**config.mk**
```make
export PLATFORM = sky130hd
export DESIGN_NAME = tmrbc_top
export DESIGN_NICKNAME = d
export VERILOG_FILES = /design/src/tmrbc_pkg.sv /design/src/tmrbc_top.sv
export SDC_FILE = /design/constraint.sdc
export NUM_CORES = 1
export LEC_CHECK = 0
export BUFFER_PORTS_ARGS = -buffer_cell sky130_fd_sc_hd__buf_2
export CELL_PAD_IN_SITES_DETAIL_PLACEMENT = 0
export CELL_PAD_IN_SITES_GLOBAL_PLACEMENT = 1
export CORE_MARGIN = 2
export CORE_UTILIZATION = 41
export DETAILED_ROUTE_END_ITERATION = 8
export PLACE_DENSITY_LB_ADDON = 0.1
export SYNTH_ARGS = -nofsm -noshare
export SYNTH_HDL_FRONTEND = slang
export SYNTH_SLANG_ARGS = --single-unit
```
**constraint.sdc**
```tcl
create_clock -name clk_i -period 3.65 [get_ports clk_i]
set_input_delay 0.73 -clock clk_i [delete_from_list [all_inputs] [get_ports clk_i]]
set_output_delay 0.73 -clock clk_i [all_outputs]
set_load 0.05 [all_outputs]
```
**src/tmrbc_pkg.sv**
```systemverilog
// package for the two 8-bit timers (b and c): register offsets, field positions, reset values.
// assumes an apb slave with 32-bit data; every register is one word at index*4.
package tmrbc_pkg;
  // register indices; the byte address is four times the index
  localparam logic [5:0] IDX_PORT_SEL_TWO     = 6'h0A;
  localparam logic [5:0] IDX_PORT_SEL_THREE   = 6'h0B;
  localparam logic [5:0] IDX_CLOCK_GATE_ONE   = 6'h0D;
  localparam logic [5:0] IDX_B_MODE_FIRST     = 6'h10;
  localparam logic [5:0] IDX_B_MODE_SECOND    = 6'h11;
  localparam logic [5:0] IDX_B_LOW            = 6'h12;
  localparam logic [5:0] IDX_B_HIGH           = 6'h13;
  localparam logic [5:0] IDX_C_MODE_FIRST     = 6'h14;
  localparam logic [5:0] IDX_C_OUTPUT_MODE    = 6'h15;
  localparam logic [5:0] IDX_C_LOW            = 6'h16;
  localparam logic [5:0] IDX_C_HIGH           = 6'h17;
  localparam logic [5:0] IDX_FLAGS            = 6'h20;
  localparam logic [5:0] IDX_INSN_TICK        = 6'h21;

  // mode_first fields
  localparam int MF_CLK_LSB   = 0;
  localparam int MF_RELOAD    = 3;
  // mode_second fields of timer b
  localparam int MS_EDGE_LSB  = 0;
  localparam int MS_OUT_PWM   = 2;
  // pin select and clock gate fields
  localparam int PS2_EVENT    = 0;
  localparam int PS2_TOB      = 3;
  localparam int PS3_TOC      = 0;
  localparam int CG_TIMER_B   = 0;
  localparam int CG_TIMER_C   = 1;
  // flag register fields
  localparam int FL_B_IRQ     = 0;
  localparam int FL_C_IRQ     = 1;
  localparam int FL_WDOG      = 2;

  // clock source codes in mode_first[2:0]
  localparam logic [2:0] CLK_SYS      = 3'h0;
  localparam logic [2:0] CLK_EVENT    = 3'h7;
  localparam logic [2:0] CLK_CASCADE  = 3'h7;
  // edge codes in mode_second[1:0]
  localparam logic [1:0] EDGE_FALL    = 2'h1;
  localparam logic [1:0] EDGE_RISE    = 2'h2;
  localparam logic [1:0] EDGE_BOTH    = 2'h3;

  localparam logic [3:0] NIB_RST      = 4'h0;
  localparam logic [7:0] CNT_MAX      = 8'hFF;
  localparam logic [7:0] CNT_ZERO     = 8'h00;
  localparam int         MODE_DELAY   = 2;   // instructions before a mode write applies

  typedef enum logic [1:0] {
    TMRBC_MD_IDLE = 2'b01,
    TMRBC_MD_WAIT = 2'b10
  } tmrbc_mdst_t;
endpackage : tmrbc_pkg

```
**src/tmrbc_top.sv**
```systemverilog
// two 8-bit up-counting timers with toggle/pwm outputs, cascade and watchdog reset.
// assumes a synchronous apb master, instruction ticks on insn_tick_i and prescaler ticks on
// presc_tick_i; event input already synchronous to clk_i.
//
// Functional notes
// - toggle output inverts on the count clock after the count reached ff.
// - pwm duty applies next frame; with reload bit set a frame restarts at write.
// - clock gate bit 0 stops timer b counting; modes kept.
// - timer b mode first is 4-bit write-only, reset zero, reload and clock select.
// - mode first writes take effect after two more instructions execute.
// - timer b mode second is 3-bit write-only, reset zero, output mode and edge.
// - low nibble write keeps count; high nibble write loads combined value.
// - low nibble stays stored; high-only write reloads with old low.
// - reset clears stored low nibble; high nibble left undefined.
// - high snapshot read returns high count and latches low count.
// - port select two is write-only, reset zero, enables event input and output pin.
// - timer c counts up; after ff overflows, reloads value or zero.
// - timer c overflow sets its irq flag; cleared by software or reset.
// - cascade: timer c counts timer b overflows, each half keeps own reload.
// - with watchdog enabled a timer c overflow raises a system reset.
// - port select three bit 0 routes timer c output; output mode toggle or pwm.
// - timer c clock gate stops its counter like timer b.
// - timer b overflows after ff, reloads value or zero, sets irq flag.
// - event counting uses falling, rising or both edges as selected.
//
// Decided for this implementation: the APB register port.
`timescale 1ns/1ns
module tmrbc_top
  import tmrbc_pkg::*;
(
  input  wire logic        clk_i,
  input  wire logic        rst_n_i,
  input  wire logic        ce_i,
  input  wire logic        psel_i,
  input  wire logic        penable_i,
  input  wire logic        pwrite_i,
  input  wire logic [31:0] paddr_i,
  input  wire logic [31:0] pwdata_i,
  output logic      [31:0] prdata_o,
  output logic             pready_o,
  output logic             pslverr_o,
  input  wire logic [6:0]  presc_tick_i,
  input  wire logic        insn_tick_i,
  input  wire logic        timer_b_event_input_i,
  output logic             timer_b_output_pin_o,
  output logic             timer_b_output_pin_oe_o,
  output logic             timer_c_output_pin_o,
  output logic             timer_c_output_pin_oe_o,
  output logic             timer_b_irq_flag_o,
  output logic             timer_c_irq_flag_o,
  output logic             wdog_reset_o
);

  // register state
  logic [3:0] port_sel_two_ff, port_sel_three_ff, clock_gate_ff;
  logic [3:0] b_mode_first_ff, b_mode_pend_ff, c_mode_first_ff, c_mode_pend_ff;
  logic [2:0] b_mode_second_ff;
  logic       c_output_mode_ff;
  logic [3:0] b_low_ff, b_high_ff, c_low_ff, c_high_ff;
  logic [3:0] b_snap_low_ff, c_snap_low_ff;
  logic [7:0] b_cnt_ff, c_cnt_ff;
  logic       b_irq_ff, c_irq_ff, wdog_en_ff, wdog_rst_ff;
  logic       b_tog_ff, c_tog_ff, evt_prev_ff;
  logic [7:0] b_duty_ff, c_duty_ff;
  logic [1:0] b_wait_ff, c_wait_ff;
  tmrbc_mdst_t b_mdst_ff, c_mdst_ff;
  logic [31:0] prdata_ff;
  logic        rd_done_ff;

  // apb decode; writes answer at once, reads insert one wait state
  wire        acc     = psel_i & penable_i;
  wire        wr      = acc & pwrite_i;
  wire        rd      = acc & ~pwrite_i;
  wire [5:0]  idx     = paddr_i[7:2];
  wire        aligned = (paddr_i[1:0] == 2'b00) & (paddr_i[31:8] == 24'h00_0000);
  wire        mapped  = aligned & (idx == IDX_PORT_SEL_TWO | idx == IDX_PORT_SEL_THREE
                        | idx == IDX_CLOCK_GATE_ONE | (idx >= IDX_B_MODE_FIRST & idx <= IDX_C_HIGH)
                        | idx == IDX_FLAGS | idx == IDX_INSN_TICK);
  // the wait state lets prdata_o come straight from a flop while pready is high
  wire        rd_first = rd & ~rd_done_ff;
  assign pready_o  = ce_i & (~rd | rd_done_ff);
  assign pslverr_o = acc & ~mapped;

  function automatic logic wr_at(input logic [5:0] r);
    return wr & aligned & (idx == r);
  endfunction

  // source tick selection: codes 1..6 pick prescaler taps, 0 is system clock
  function automatic logic src_tick(input logic [2:0] sel, input logic [6:0] taps, input logic alt);
    logic t;
    t = 1'b0;
    if (sel == CLK_SYS) begin
      t = 1'b1;
    end else if (sel == CLK_EVENT) begin
      t = alt;
    end else begin
      t = taps[sel - 3'd1];
    end
    return t;
  endfunction

  // event edge detect on the (synchronous) event pin
  wire       evt_en   = port_sel_two_ff[PS2_EVENT];
  wire       evt_in   = evt_en & timer_b_event_input_i;
  wire       evt_fall = evt_prev_ff & ~evt_in;
  wire       evt_rise = ~evt_prev_ff & evt_in;
  wire [1:0] edge_sel = b_mode_second_ff[MS_EDGE_LSB +: 2];
  wire       evt_tick = (edge_sel == EDGE_FALL & evt_fall) | (edge_sel == EDGE_RISE & evt_rise)
                      | (edge_sel == EDGE_BOTH & (evt_fall | evt_rise));

  wire b_run  = ~clock_gate_ff[CG_TIMER_B];
  wire c_run  = ~clock_gate_ff[CG_TIMER_C];
  wire b_tick = b_run & src_tick(b_mode_first_ff[2:0], presc_tick_i, evt_tick);
  wire b_ovf  = b_tick & (b_cnt_ff == CNT_MAX);
  wire c_tick = c_run & src_tick(c_mode_first_ff[2:0], presc_tick_i, b_ovf);
  wire c_ovf  = c_tick & (c_cnt_ff == CNT_MAX);

  wire       b_hi_wr   = wr_at(IDX_B_HIGH);
  wire       c_hi_wr   = wr_at(IDX_C_HIGH);
  wire [7:0] b_load    = {pwdata_i[3:0], b_low_ff};
  wire [7:0] c_load    = {pwdata_i[3:0], c_low_ff};
  wire       b_reload  = b_mode_first_ff[MF_RELOAD];
  wire       c_reload  = c_mode_first_ff[MF_RELOAD];
  wire [7:0] b_wrap    = b_reload ? {b_high_ff, b_low_ff} : CNT_ZERO;
  wire [7:0] c_wrap    = c_reload ? {c_high_ff, c_low_ff} : CNT_ZERO;
  wire       b_pwm     = b_mode_second_ff[MS_OUT_PWM];
  wire       c_pwm     = c_output_mode_ff;

  wire [7:0] nxt_b_cnt = b_hi_wr ? b_load : (b_ovf ? b_wrap : (b_tick ? b_cnt_ff + 8'd1 : b_cnt_ff));
  wire [7:0] nxt_c_cnt = c_hi_wr ? c_load : (c_ovf ? c_wrap : (c_tick ? c_cnt_ff + 8'd1 : c_cnt_ff));
  // duty latches at each frame boundary; with reload set a write restarts the frame now
  wire [7:0] nxt_b_duty = (b_ovf | (b_hi_wr & b_reload)) ? (b_hi_wr ? b_load : {b_high_ff, b_low_ff})
                          : b_duty_ff;
  wire [7:0] nxt_c_duty = (c_ovf | (c_hi_wr & c_reload)) ? (c_hi_wr ? c_load : {c_high_ff, c_low_ff})
                          : c_duty_ff;

  // read mux; write-only registers read as zero
  wire [3:0] rd_nib = (idx == IDX_B_LOW)  ? b_snap_low_ff :
                      (idx == IDX_B_HIGH) ? b_cnt_ff[7:4] :
                      (idx == IDX_C_LOW)  ? c_snap_low_ff :
                      (idx == IDX_C_HIGH) ? c_cnt_ff[7:4] :
                      (idx == IDX_FLAGS)  ? {1'b0, wdog_en_ff, c_irq_ff, b_irq_ff} : NIB_RST;
  assign prdata_o = prdata_ff;

  // mode register delay: two instruction ticks after the write
  always_ff @(posedge clk_i) begin
    if (!rst_n_i) begin
      b_mdst_ff       <= TMRBC_MD_IDLE;
      c_mdst_ff       <= TMRBC_MD_IDLE;
      b_wait_ff       <= 2'd0;
      c_wait_ff       <= 2'd0;
      b_mode_pend_ff  <= NIB_RST;
      c_mode_pend_ff  <= NIB_RST;
      b_mode_first_ff <= NIB_RST;
      c_mode_first_ff <= NIB_RST;
    end else if (ce_i) begin
      if (wr_at(IDX_B_MODE_FIRST)) begin
        b_mode_pend_ff <= pwdata_i[3:0];
        b_wait_ff      <= 2'(MODE_DELAY);
        b_mdst_ff      <= TMRBC_MD_WAIT;
      end else begin
        unique case (b_mdst_ff)
          TMRBC_MD_IDLE: b_wait_ff <= 2'd0;
          TMRBC_MD_WAIT: if (insn_tick_i) begin
            if (b_wait_ff == 2'd1) begin
              b_mode_first_ff <= b_mode_pend_ff;
              b_mdst_ff       <= TMRBC_MD_IDLE;
            end
            b_wait_ff <= b_wait_ff - 2'd1;
          end
        endcase
      end
      if (wr_at(IDX_C_MODE_FIRST)) begin
        c_mode_pend_ff <= pwdata_i[3:0];
        c_wait_ff      <= 2'(MODE_DELAY);
        c_mdst_ff      <= TMRBC_MD_WAIT;
      end else begin
        unique case (c_mdst_ff)
          TMRBC_MD_IDLE: c_wait_ff <= 2'd0;
          TMRBC_MD_WAIT: if (insn_tick_i) begin
            if (c_wait_ff == 2'd1) begin
              c_mode_first_ff <= c_mode_pend_ff;
              c_mdst_ff       <= TMRBC_MD_IDLE;
            end
            c_wait_ff <= c_wait_ff - 2'd1;
          end
        endcase
      end
    end
  end

  // software-visible configuration
  always_ff @(posedge clk_i) begin
    if (!rst_n_i) begin
      port_sel_two_ff   <= NIB_RST;
      port_sel_three_ff <= NIB_RST;
      clock_gate_ff     <= NIB_RST;
      b_mode_second_ff  <= 3'h0;
      c_output_mode_ff  <= 1'b0;
      b_low_ff          <= NIB_RST;
      c_low_ff          <= NIB_RST;
      wdog_en_ff        <= 1'b0;
    end else if (ce_i) begin
      if (wr_at(IDX_PORT_SEL_TWO))   port_sel_two_ff   <= pwdata_i[3:0];
      if (wr_at(IDX_PORT_SEL_THREE)) port_sel_three_ff <= pwdata_i[3:0];
      if (wr_at(IDX_CLOCK_GATE_ONE)) clock_gate_ff     <= pwdata_i[3:0];
      if (wr_at(IDX_B_MODE_SECOND))  b_mode_second_ff  <= pwdata_i[2:0];
      if (wr_at(IDX_C_OUTPUT_MODE))  c_output_mode_ff  <= pwdata_i[0];
      if (wr_at(IDX_B_LOW))          b_low_ff          <= pwdata_i[3:0];
      if (wr_at(IDX_C_LOW))          c_low_ff          <= pwdata_i[3:0];
      if (wr_at(IDX_FLAGS))          wdog_en_ff        <= pwdata_i[FL_WDOG];
    end
  end

  // high nibbles carry no reset value
  always_ff @(posedge clk_i) begin
    if (ce_i && b_hi_wr) b_high_ff <= pwdata_i[3:0];
    if (ce_i && c_hi_wr) c_high_ff <= pwdata_i[3:0];
  end

  // any count is legal after reset, but an unknown one would poison flags and cascade
  always_ff @(posedge clk_i) begin
    if (!rst_n_i) begin
      b_cnt_ff  <= CNT_ZERO;
      c_cnt_ff  <= CNT_ZERO;
      b_duty_ff <= CNT_ZERO;
      c_duty_ff <= CNT_ZERO;
    end else if (ce_i) begin
      b_cnt_ff  <= nxt_b_cnt;
      c_cnt_ff  <= nxt_c_cnt;
      b_duty_ff <= nxt_b_duty;
      c_duty_ff <= nxt_c_duty;
    end
  end

  always_ff @(posedge clk_i) begin
    if (!rst_n_i) begin
      b_irq_ff      <= 1'b0;
      c_irq_ff      <= 1'b0;
      wdog_rst_ff   <= 1'b0;
      b_tog_ff      <= 1'b0;
      c_tog_ff      <= 1'b0;
      evt_prev_ff   <= 1'b0;
      b_snap_low_ff <= NIB_RST;
      c_snap_low_ff <= NIB_RST;
      prdata_ff     <= 32'h0000_0000;
      rd_done_ff    <= 1'b0;
    end else if (ce_i) begin
      evt_prev_ff <= evt_in;
      rd_done_ff  <= rd_first;
      // set wins over a same-cycle clear by writing zero
      b_irq_ff    <= b_ovf | (b_irq_ff & ~(wr_at(IDX_FLAGS) & ~pwdata_i[FL_B_IRQ]));
      c_irq_ff    <= c_ovf | (c_irq_ff & ~(wr_at(IDX_FLAGS) & ~pwdata_i[FL_C_IRQ]));
      wdog_rst_ff <= c_ovf & wdog_en_ff;
      if (b_ovf) b_tog_ff <= ~b_tog_ff;
      if (c_ovf) c_tog_ff <= ~c_tog_ff;
      if (rd_first & aligned & idx == IDX_B_HIGH) b_snap_low_ff <= b_cnt_ff[3:0];
      if (rd_first & aligned & idx == IDX_C_HIGH) c_snap_low_ff <= c_cnt_ff[3:0];
      if (rd_first) prdata_ff <= {28'h000_0000, rd_nib};
    end
  end

  assign timer_b_output_pin_o    = b_pwm ? (b_cnt_ff < b_duty_ff) : b_tog_ff;
  assign timer_b_output_pin_oe_o = port_sel_two_ff[PS2_TOB];
  assign timer_c_output_pin_o    = c_pwm ? (c_cnt_ff < c_duty_ff) : c_tog_ff;
  assign timer_c_output_pin_oe_o = port_sel_three_ff[PS3_TOC];
  assign timer_b_irq_flag_o      = b_irq_ff;
  assign timer_c_irq_flag_o      = c_irq_ff;
  assign wdog_reset_o            = wdog_rst_ff;

endmodule // tmrbc_top

```
==> impl_results.md <==
* Outcome: complete, no violations
* Initial Util at 42.24%
* Synthesis warning total at 0
* Final WL at 15790 um
* Core Footprint at 13930 um2
* Num rows at 43
* Final slew viol count at 0
* Die ar. at approximately 15000 um2
* Data required, critical path at ~3 ns
* Pwr/cell area at 349.0 nW/um2
* Final hold viol count at 0
* Worst slew pin tran at ~0.63 ns
* Post-CTS setup buffer count at 0
* Period Utilization, post-route at 87.29%
* Deepest clock path buffer count at 2
* DRC Markers at 0
* Worst-path cell chain: ha_1 -> a21o_1 -> a21o_1 -> a21o_1 -> a211oi_1 -> o21bai_1 -> a31oi_1 -> buf_2
* Worst path slowest cell: dfxtp_1
* Clock transition at the registers of the reported paths at around 0.060 ns
* ANT nets after route at 0
* Unique cell type count in the Yosys netlist at 74
* Lkg Pwr at around 2.6 nW
* Peak VDD IR at about 0.26 mV
* Highest clock rate at roughly 0.31 GHz
* Final Skew at 0.009629 ns
* Slew Limit Headroom at 57.73%
* Routed wire length per instance at approximately 17 um
* PostCTS Resize Cnt at 0
* Hold Buf Count CTS at 0
* Critical Path AT at 2.46 ns
* Crit-path max cell delay at 0.47 ns
* Clk sinks at slightly above 100
* Avg Cell Area, Syn at 8.592 um2
* Fill count at 1375
* First-pass GRT wire length at approximately 26000 um
* Fin Setup TNS at 0 ns
* Die Y at 123.8 um
* # nets final at 842
* Worst path bufs/invs at 1
* Area contributors post-synth: dfxtp_1 32%, mux2i_1 7.3%, ha_1 5.5%, edfxtp_1 4.1%, nor2_1 3.8%
* Post-synth top flop: dfxtp_1
* Detailed Place HPWL at 11650 um
* Vias at 4989
* Antenna cells at 0
* I/O pins at between 100 and 150
* Max-cap violations at 0
* Largest net degree at the start of global routing at 31
* CTS root buffer: clkbuf_16
* Layout cells sized above 1 at around 17%
* Crit-path max FO at 6
* Number of detailed-route iterations in the first pass at 5
* Crit-path most repeated cell: a21o_1
* Clock Latency Late Sink at ~0.35 ns
* HP Class: reg2reg
* CTS tree: done
* Routability Congestion at 0.8687
* Netlist Area Pre-Place at 5886 um2
* Die Wd at 123.8 um
* Critical Path Sink Type: output pin
* Overall Global Routing Usage at 21.82%
* Flops & latches, synth at 101
* Vias in the first global route at between 4000 and 5000
* Post-synth ARST share at 0%
* Yosys top cell by area: dfxtp_1
* Post-synth top cells: 93 x dfxtp_1, 60 x nor2_1, 59 x nand2_1
* First DRT Iteration DRCs at around 340
* Vias per Instance at 5.411
* Tmin final at 3.186 ns
* Total gr overflow at 0
* PortBufs at between 60 and 70
* Most numerous cell in the Yosys netlist: dfxtp_1
* EDFF count, synth at 8
* Final setup violation count at 0
* Unrepaired setup endpoints after global routing: false
* Final core occ at a little under half
* Yosys top cell area share at 31.63%
* Htree depth at 3
* Worst setup SP type: flop
* Largest delay share family, worst path: compound AO/OA/AOI/OAI gates
* Mapped Cells at 685
* Inserted Clock Buffers at 9
* Sequential area share after synthesis at 35.71%
* Crit path kind: reg2out
* Layout area overhead at 11.48%
* Initial antenna violation count at 0
==> worst register-to-register path, delay by kind of cell, from the launching register on <==
kind / cells / cell delay, ns
muxes: 2 / 0.53
buffers and inverters: 1 / 0.14
adders and majority gates: 1 / 0.25
xor gates and xnor gates: 1 / 0.24
AOI/OAI and AO/OA: 4 / 1.29
DFF: 1 / 0.48
==> registers in the layout (all words and copies together) (netlist names), 8 cells and up <==
signal and count:
b_cnt_ff 8, c_cnt_ff 8, c_duty_ff 8, b_duty_ff 8
==> cell usage in the layout, fill, tap and decap left out, types with 3 or more instances in the layout <==
cell and n:
nor4_2 3, and3_1 17, buf_2 63, nor2_1 60
a222oi_1 3, o21bai_1 3, nor2b_1 6, clkbuf_1 3
nor3_1 15, o21ai_0 30, nand2_1 59, a22oi_1 5
o221ai_1 3, a32o_1 3, o211ai_1 7, clkbuf_8 3
a31oi_1 17, nand2b_1 12, nand3_1 39, or2_2 3
a21o_1 6, o22ai_1 4, a211oi_1 7, xor2_1 5
a21oi_1 36, nand4_1 6, conb_1 28, mux2i_1 43
mux2_2 5, clkbuf_16 9, a311oi_1 3, nor4_4 4
inv_1 35, edfxtp_1 8, and4_1 3, buf_4 15
and2_1 4, dfxtp_1 93, ha_1 26, xnor2_1 5
==> through the flow <==
| step | setup WS, ns | std cells | hold WS, ns | cell area, um2 | power [mW] |
|---|---|---|---|---|---|
| floorplan | 0.6975 | 712 | 0.4316 | 5987 | 1.341 |
| global placement | 0.4158 | 906 | 0.4402 | 6279 | 1.391 |
| detailed placement | 0.3303 | 906 | 0.4459 | 6279 | 1.395 |
| CTS | 0.3531 | 922 | 0.4541 | 6561 | 2.329 |
| global route | 0.2753 | 922 | 0.4754 | 6561 | 2.388 |
| finish | 0.4638 | 922 | 0.4500 | 6561 | 2.290 |
==> final timing paths <==
path	from	end	slack [ns]	depth (start not counted)
worst max-delay path	c_cnt_ff[1]	timer_c_output_pin_o	0.46	8
worst min register to register	b_mdst_ff[1]	b_mdst_ff[1]	0.45	2
worst min-delay path	b_mdst_ff[1]	b_mdst_ff[1]	0.45	2
worst max register to register	b_mode_first_ff[0]	c_cnt_ff[5]	0.66	9
==> cell type report <==
type | count | area, um2 | area share (%)
repair buffers | 78 | 427.9 | 6.522
clock buffers | 15 | 277.8 | 4.233
inverters | 37 | 138.9 | 2.117
clock inverters | 1 | 5.005 | 0.07628
multi-input cells | 510 | 3385 | 51.58
flip-flops and latches | 101 | 2102 | 32.04
well taps | 180 | 225.2 | 3.432
==> cells by family after synthesis <==
group           Yosys count  share of synthesized area [%]
fa+ha+maj                26                          5.527
xor+xnor                 11                          1.764
other cells               1                        0.06371
flops                   101                          35.71
compound gates          145                          16.71
mux                      49                          8.652
buf+inv                 101                          8.503
simple gates            251                          23.07
==> power by group <==
part | internal [mW] | leakage, nW | switching [mW]
Combinational | 0.0616 | 1.60 | 0.171
Clock | 0.519 | 0.140 | 0.402
Sequential | 1.12 | 0.823 | 0.0134
==> layer usage <==
layer	GRT usage (%)	share of wire (%)	routed length (um)
met5	0	0	0
met4	5.895	1.5	243
met3	4.670	4.5	707
met2	36.98	48	7563
met1	28.08	46	7271
Power figures use the tool's default switching activity.
